[src/logic/aac_pkg.sv]
// Package: register map, field layout and carrier types of the aux converter slice
package aac_pkg;

  // ----------------------------------------------------------------
  // Register indices (byte address is four times the index)
  // ----------------------------------------------------------------
  localparam logic [7:0] IDX_OFFSET_CORR = 8'h8e;
  localparam logic [7:0] IDX_GAIN_CORR = 8'h8f;
  localparam logic [7:0] IDX_STEP0_CFG = 8'h90;
  localparam logic [11:0] ADDR_OFFSET_CORR = {2'h0, IDX_OFFSET_CORR, 2'h0};
  localparam logic [11:0] ADDR_GAIN_CORR = {2'h0, IDX_GAIN_CORR, 2'h0};
  localparam logic [11:0] ADDR_STEP0_CFG = {2'h0, IDX_STEP0_CFG, 2'h0};

  // ----------------------------------------------------------------
  // Reset values and field positions
  // ----------------------------------------------------------------
  localparam logic [15:0] RST_OFFSET_CORR = 16'h0000;
  localparam logic [15:0] RST_GAIN_CORR = 16'h0000;
  localparam logic [15:0] RST_STEP0_CFG = 16'h0000;
  localparam int STEP_EN_POS = 15;
  localparam int STEP_GAIN_HI = 14;
  localparam int STEP_GAIN_LO = 13;
  localparam int STEP_NEG_POS = 4;
  localparam int STEP_POS_HI = 3;
  localparam int STEP_POS_LO = 0;

  // ----------------------------------------------------------------
  // Encodings and arithmetic constants
  // ----------------------------------------------------------------
  localparam logic [1:0] GAIN_CODE_X1 = 2'h0;
  localparam logic [1:0] GAIN_CODE_X2 = 2'h1;
  localparam logic [3:0] POS_TEMP_SENSOR = 4'h8;
  localparam logic [3:0] POS_INT_SHORT = 4'h9;
  localparam logic signed [17:0] GAIN_UNITY = 18'sh10000;
  localparam int RESULT_LATENCY = 1;

  // ----------------------------------------------------------------
  // Carriers
  // ----------------------------------------------------------------
  typedef struct packed {
    logic valid;
    logic signed [15:0] data;
  } aac_sample_type;

  typedef struct packed {
    logic valid;
    logic clip;
    logic signed [15:0] data;
  } aac_result_type;

  typedef struct packed {
    logic step_en;
    logic [2:0] gain_onehot;
    logic [3:0] pos_code;
    logic [7:0] ext_onehot;
    logic [7:0] int_onehot;
    logic neg_gnd;
    logic neg_ext7;
    logic neg_auto;
  } aac_mux_type;

  typedef struct packed {
    logic [15:0] ocal;
    logic [15:0] gcal;
    logic step_en;
    logic [1:0] gain;
    logic neg_sel;
    logic [3:0] pos_sel;
    logic [31:0] rdata;
    logic slverr;
    aac_result_type result;
  } aac_state_type;

endpackage : aac_pkg

[src/logic/aac_regs.sv]
// Module: aux converter correction words, step-0 config and sample correction
`timescale 1ns/1ps
// Notes on behaviour
// RULE1 - Signed 16-bit offset word, read/write, added to each conversion result.
// RULE2 - At gain one an offset step equals one result step.
// RULE3 - At gain two or four an offset step is half a result step.
// RULE4 - Gain word signed, factor is one plus code over 65536.
// RULE5 - Bit 15 includes step 0 in the sequence; resets disabled.
// RULE6 - Bits 14:13 pick gain: 00 one, 01 two, 10 and 11 four.
// RULE7 - Bit 4 picks negative input: 0 analog ground, 1 external input seven.
// RULE8 - Positive codes 0000 to 0111 pick external inputs zero to seven.
// RULE9 - Codes 1000 upward pick the negative input automatically, ignoring bit 4.
// RULE10 - Code 1000 routes temperature sensor; 1001 shorts input to analog ground.
// RULE11 - Codes 1010 to 1111 route test output and scaled supply monitors.
// RULE12 - Bits 12 to 5 ignore writes and read as zero.
module aac_regs (
  // Clock and reset
  input wire logic REF_CLK_IN,
  input wire logic SRST_IN,
  // APB slave
  input wire logic PSEL_IN,
  input wire logic PENABLE_IN,
  input wire logic PWRITE_IN,
  input wire logic [11:0] PADDR_IN,
  input wire logic [31:0] PWDATA_IN,
  input wire logic [3:0] PSTRB_IN,
  output logic [31:0] PRDATA_OUT,
  output logic PREADY_OUT,
  output logic PSLVERR_OUT,
  // Conversion path
  input wire aac_pkg::aac_sample_type SAMPLE_IN,
  output aac_pkg::aac_result_type RESULT_OUT,
  // Multiplexer control for step 0
  output aac_pkg::aac_mux_type MUX_OUT
);

  // ----------------------------------------------------------------
  // Functions
  // ----------------------------------------------------------------
  function automatic logic [2:0] gain_onehot(input logic [1:0] code);
    logic [2:0] g;
    g = 3'h4;
    if (code == aac_pkg::GAIN_CODE_X1)
    begin
      g = 3'h1;
    end
    else if (code == aac_pkg::GAIN_CODE_X2)
    begin
      g = 3'h2;
    end
    return g;
  endfunction : gain_onehot

  function automatic logic [16:0] sat16(input logic signed [19:0] v);
    logic [16:0] r;
    r = {1'b0, v[15:0]};
    if (v > 20'sh07fff)
    begin
      r = {1'b1, 16'h7fff};
    end
    else if (v < -20'sh08000)
    begin
      r = {1'b1, 16'h8000};
    end
    return r;
  endfunction : sat16

  function automatic logic [15:0] merge16(input logic [15:0] old, input logic [31:0] wd,
                                          input logic [3:0] strb);
    logic [15:0] m;
    m = old;
    if (strb[0])
    begin
      m[7:0] = wd[7:0];
    end
    if (strb[1])
    begin
      m[15:8] = wd[15:8];
    end
    return m;
  endfunction : merge16

  // ----------------------------------------------------------------
  // State
  // ----------------------------------------------------------------
  aac_pkg::aac_state_type st_r;
  aac_pkg::aac_state_type st_nxt;
  logic setup_phase;
  logic access_phase;
  logic addr_hit;
  logic [15:0] step_word;
  logic [15:0] step_wr;
  logic signed [17:0] offset_eff;
  logic signed [17:0] sum_corr;
  logic signed [17:0] gain_factor;
  logic signed [35:0] product;
  logic [16:0] sat_res;

  assign setup_phase = PSEL_IN && !PENABLE_IN;
  assign access_phase = PSEL_IN && PENABLE_IN;
  assign addr_hit = (PADDR_IN == aac_pkg::ADDR_OFFSET_CORR) ||
                    (PADDR_IN == aac_pkg::ADDR_GAIN_CORR) ||
                    (PADDR_IN == aac_pkg::ADDR_STEP0_CFG);
  // Reserved middle bits are never stored, so they always read zero
  assign step_word = {st_r.step_en, st_r.gain, 8'h00, st_r.neg_sel, st_r.pos_sel}; // [RULE12]
  assign step_wr = merge16(step_word, PWDATA_IN, PSTRB_IN);

  // ----------------------------------------------------------------
  // Correction arithmetic
  // ----------------------------------------------------------------
  // Half-step offset at higher gain drops the word's lowest bit (floor)
  always_comb
  begin
    if (st_r.gain == aac_pkg::GAIN_CODE_X1)
    begin
      offset_eff = {{2{st_r.ocal[15]}}, st_r.ocal}; // [RULE2]
    end
    else
    begin
      offset_eff = {{3{st_r.ocal[15]}}, st_r.ocal[15:1]}; // [RULE3]
    end
  end

  assign sum_corr = {{2{SAMPLE_IN.data[15]}}, SAMPLE_IN.data} + offset_eff; // [RULE1]
  assign gain_factor = aac_pkg::GAIN_UNITY + {{2{st_r.gcal[15]}}, st_r.gcal}; // [RULE4]
  assign product = sum_corr * gain_factor; // [RULE4]
  assign sat_res = sat16(product[35:16]);

  // ----------------------------------------------------------------
  // Next state
  // ----------------------------------------------------------------
  always_comb
  begin
    st_nxt = st_r;
    st_nxt.result.valid = 1'b0;
    if (setup_phase)
    begin
      st_nxt.slverr = !addr_hit;
      st_nxt.rdata = 32'h0000_0000;
      if (PADDR_IN == aac_pkg::ADDR_OFFSET_CORR)
      begin
        st_nxt.rdata = {16'h0000, st_r.ocal};
      end
      else if (PADDR_IN == aac_pkg::ADDR_GAIN_CORR)
      begin
        st_nxt.rdata = {16'h0000, st_r.gcal};
      end
      else if (PADDR_IN == aac_pkg::ADDR_STEP0_CFG)
      begin
        st_nxt.rdata = {16'h0000, step_word}; // [RULE12]
      end
    end
    if (access_phase && PWRITE_IN)
    begin
      if (PADDR_IN == aac_pkg::ADDR_OFFSET_CORR)
      begin
        st_nxt.ocal = merge16(st_r.ocal, PWDATA_IN, PSTRB_IN); // [RULE1]
      end
      else if (PADDR_IN == aac_pkg::ADDR_GAIN_CORR)
      begin
        st_nxt.gcal = merge16(st_r.gcal, PWDATA_IN, PSTRB_IN); // [RULE4]
      end
      else if (PADDR_IN == aac_pkg::ADDR_STEP0_CFG)
      begin
        st_nxt.step_en = step_wr[aac_pkg::STEP_EN_POS]; // [RULE5]
        st_nxt.gain = step_wr[aac_pkg::STEP_GAIN_HI:aac_pkg::STEP_GAIN_LO]; // [RULE6]
        st_nxt.neg_sel = step_wr[aac_pkg::STEP_NEG_POS]; // [RULE7]
        st_nxt.pos_sel = step_wr[aac_pkg::STEP_POS_HI:aac_pkg::STEP_POS_LO]; // [RULE8]
      end
    end
    if (SAMPLE_IN.valid)
    begin
      st_nxt.result.valid = 1'b1;
      st_nxt.result.clip = sat_res[16];
      st_nxt.result.data = sat_res[15:0];
    end
  end

  always_ff @(posedge REF_CLK_IN)
  begin
    if (SRST_IN)
    begin
      st_r <= '{ocal: aac_pkg::RST_OFFSET_CORR, gcal: aac_pkg::RST_GAIN_CORR,
                 step_en: aac_pkg::RST_STEP0_CFG[15], gain: aac_pkg::RST_STEP0_CFG[14:13],
                 neg_sel: aac_pkg::RST_STEP0_CFG[4], pos_sel: aac_pkg::RST_STEP0_CFG[3:0],
                 rdata: 32'h0000_0000, slverr: 1'b0, result: '0};
    end
    else
    begin
      st_r <= st_nxt;
    end
  end

  // ----------------------------------------------------------------
  // Outputs
  // ----------------------------------------------------------------
  // Zero-wait slave: read data is captured in the setup cycle
  assign PREADY_OUT = access_phase;
  assign PRDATA_OUT = st_r.rdata;
  assign PSLVERR_OUT = access_phase && st_r.slverr;
  assign RESULT_OUT = st_r.result;

  always_comb
  begin
    MUX_OUT.step_en = st_r.step_en; // [RULE5]
    MUX_OUT.gain_onehot = gain_onehot(st_r.gain); // [RULE6]
    MUX_OUT.pos_code = st_r.pos_sel;
    MUX_OUT.ext_onehot = 8'h00;
    MUX_OUT.int_onehot = 8'h00;
    MUX_OUT.neg_gnd = 1'b0;
    MUX_OUT.neg_ext7 = 1'b0;
    MUX_OUT.neg_auto = 1'b0;
    if (st_r.pos_sel[3])
    begin
      // Internal sources: index 0 temp, 1 short, 2 test, 3..7 supply monitors
      MUX_OUT.int_onehot = 8'h01 << st_r.pos_sel[2:0]; // [RULE10] [RULE11]
      MUX_OUT.neg_auto = 1'b1; // [RULE9]
    end
    else
    begin
      MUX_OUT.ext_onehot = 8'h01 << st_r.pos_sel[2:0]; // [RULE8]
      MUX_OUT.neg_ext7 = st_r.neg_sel; // [RULE7]
      MUX_OUT.neg_gnd = !st_r.neg_sel; // [RULE7]
    end
  end
endmodule : aac_regs
[config.mk]
export PLATFORM = sky130hd
export DESIGN_NAME = aac_regs
export DESIGN_NICKNAME = d
export VERILOG_FILES = /design/src/logic/aac_pkg.sv /design/src/logic/aac_regs.sv
export SDC_FILE = /design/constraint.sdc
export NUM_CORES = 1
export LEC_CHECK = 0
export BUFFER_PORTS_ARGS = -buffer_cell sky130_fd_sc_hd__buf_4
export CORE_AREA = 2 2 177 266
export CTS_CLUSTER_SIZE = 24
export DETAILED_ROUTE_END_ITERATION = 7
export DIE_AREA = 0 0 179 268
export GPL_TIMING_DRIVEN = 0
export PLACE_DENSITY = 0.5
export SYNTH_ARGS = -nofsm -noshare
export SYNTH_HDL_FRONTEND = slang
export SYNTH_SLANG_ARGS = --single-unit
export TNS_END_PERCENT = 100
[constraint.sdc]
create_clock -name REF_CLK_IN -period 24.6 [get_ports REF_CLK_IN]
set_input_delay 2.46 -clock REF_CLK_IN [delete_from_list [all_inputs] [get_ports REF_CLK_IN]]
set_output_delay 2.46 -clock REF_CLK_IN [all_outputs]
set_load 0.01 [all_outputs]
==> flow_summary.toml <==
[clock_tree]
cts_max_level = 3
hold_buffers = 0
insertion_delay_ps = 350
numCtsBuffers = 9
cts_max_path_buffers = 2
cts_resized = 0
cts_tree = "done"
path_clk_slew_ps = 60
cts_setup_buffers = 0
clock_sinks = 75
cts_root_buf = "clkbuf_16"

[power_and_ir_drop]
powerDensity_nw_per_um2 = 25.6
irDropWorstVdd_mv = 0.0505
p_leak_nw = 8.01

[die]
rows = 96
io_pins = 149
die_h_um = 268
core_um2 = 45500
initial_core_util_pct = 30.7
dieArea_um2 = 48000
fp.dieW_um = 179

[drt]
wl_per_cell_um = 18.0
drt-initial-drc-count = 434
routed_wl_um = 42000
drt_first_pass_iters = 5
viasPerCell = 4.63
drtAntennaViolNets = 0
drc = 0
vias = 10782

[synth]
synth_top_family_by_area = "adder cells"
seq_area_frac_synth_pct = 10.7
netlist_area_um2 = 14000
synth_fa_ha_area_share_pct = 44.2
synthArstFlopShare_pct = 0
synth_compound_area_share_pct = 7.27
synth_cell_types = 72
synth_area_leader_cell = "fa_1"
synthXorXnorAreaFrac_pct = 1.81
yosys_warnings = 0
ys_top_cells_by_count = "292 x inv_1, 223 x fa_1, 185 x nand2_1, 137 x ha_1, 109 x and2_1"
synth_simple_gate_area_share_pct = 17.6
synth_top_area_share_pct = 31.9
synth-edff-count = 0
synthMostInstantiatedCell = "inv_1"
synth-seq-cells = 75
synth.avg_cell_area_um2 = 8.76
muxShareOfSynthArea_pct = 5.18
synth_ff_type = "dfxtp_1"
synthTopCellsByArea = "fa_1 32%, ha_1 12%, dfxtp_1 11%"
syn_inst = 1597

[sta]
fmax_mhz = 81.2
maxSlewHeadroom_pct = 10.6
finalSetupTns_ps = 0
drv_slew = 0
tightestPinTransition_ps = 1330
fin_crit_sh_pct = 50.1
fin_hold_ws_ps = 458
fin_crit_ps = 12310
finClkSkew_ps = 14.0
setup_viol = 0
rsz0062_at_grt = "false"
hold_viol = 0

[global_routing]
grt_pass1_wl_um = 66700
grt_pass1_vias = 11951
antenna_found_initial = 1
grt_util_all_layers_pct = 18.3
grt_max_degree = 15
grt_overflow = 0

[critical_path]
reg2regPathDepth = 38
slowest_delay_ps = 790
path_class = "primary input to flop"
crit_fanout = 10
cpMostUsedCell = "fa_1"
cpMaxStageDelayCell = "a311oi_1"
crit_path_start_kind = "primary input"
cp-end-kind = "flop"
cp.arrival_ps = 12580
required_ps = 24860

[placement]
place_area_um2 = 15600
port_buffers = 111
hpwl_um = 35900
gp_congestion = 0.882

[hold_path]
hold_depth = 2
hold_path_class = "flop to flop"

[layout]
final_util_pct = 34.9
fill_cells = 4669
design_area_um2 = 15900
ff_latch_area_um2 = 1500
multi_input_area_um2 = 10700
drive_above_1_share_pct = 15.0
antenna_cells = 0
area_growth_pct = 13.7
final_nets = 2166

[flow_run]
maxCapViolCount = 0

[status]
outcome = "completed"
-- logic make-up (layout without fill, tap and decap cells) --
kind of cell	count (synthesis)	count (layout)
adder cells (fa/ha/maj)	360	360
AO/OA/AOI/OAI	132	132
AND/OR/NAND/NOR	508	508
flip-flops	75	75
buffers and inverters	423	550
multiplexers	69	69
other	2	19
XOR/XNOR	28	28
-- worst max-delay path: cells and delay by family --
kind	cells	cell delay, ps
AOI/OAI and AO/OA	13	3620
xor gates and xnor gates	1	520
adders and majority gates	9	4020
buffers and inverters	8	1060
and+or+nand+nor	5	880
-- layout make-up --
| class | instances | area share [%] |
|---|---|---|
| Buffer | 131 | 4.69 |
| Clock inverter | 6 | 0.299 |
| Timing Repair Buffer | 111 | 5.24 |
| Clock buffer | 10 | 1.50 |
| Sequential cell | 75 | 9.44 |
| Tap cell | 588 | 4.62 |
| Inverter | 292 | 6.89 |
| Multi-Input combinational cell | 1116 | 67.3 |
-- metal layers --
metal / vias to the layer above / part of all wire [%] / global-route usage, %
li1: 5156 / - / -
met1: 5338 / 39 / 21.4
met2: 225 / 55 / 34.7
met3: 63 / 2.8 / 1.12
met4: 0 / 3.3 / 6.22
met5: - / 0 / 0
-- flip-flops by register name, indices dropped and copies added (netlist names) --
| name | count |
|---|---|
| st_r | 36 |
| RESULT_OUT | 18 |
| PRDATA_OUT | 16 |
| MUX_OUT | 5 |
-- layout by cell type (no fill, tap or decap), types with 24 or more instances in the layout --
master    Yosys  routed
a21oi_1      41      41
and2_1      109     109
buf_4        57     168
clkbuf_1     61      61
dfxtp_1      75      75
fa_1        223     223
ha_1        137     137
inv_1       292     292
mux2_2       27      27
mux2i_1      42      42
nand2_1     185     185
nor2_1      108     108
nor3_1       24      24
-- where the power goes --
part | switching (mW) | internal [mW]
clock | 0.0588 | 0.0720
sequential | 0.00253 | 0.126
combinational | 0.0853 | 0.0631
-- final timing paths --
| check | startpoint | end | slack, ps |
|---|---|---|---|
| setup / recovery | SAMPLE_IN[0] | RESULT_OUT[4] | 12290 |
| hold / removal | PRDATA_OUT[7] | PRDATA_OUT[7] | 460 |
| setup reg to reg | st_r[57] | RESULT_OUT[4] | 12680 |
| hold reg to reg | PRDATA_OUT[7] | PRDATA_OUT[7] | 460 |
-- stage by stage --
step                setup WS [ps]  total power [mW]  cells
floorplan                   13800             0.232   1614
global placement            11930             0.279   2313
detailed placement          11870             0.280   2313
CTS                         12200             0.413   2329
global route                11880             0.433   2329
finish                      12290             0.408   2329
(Power assumes the default switching activity.)
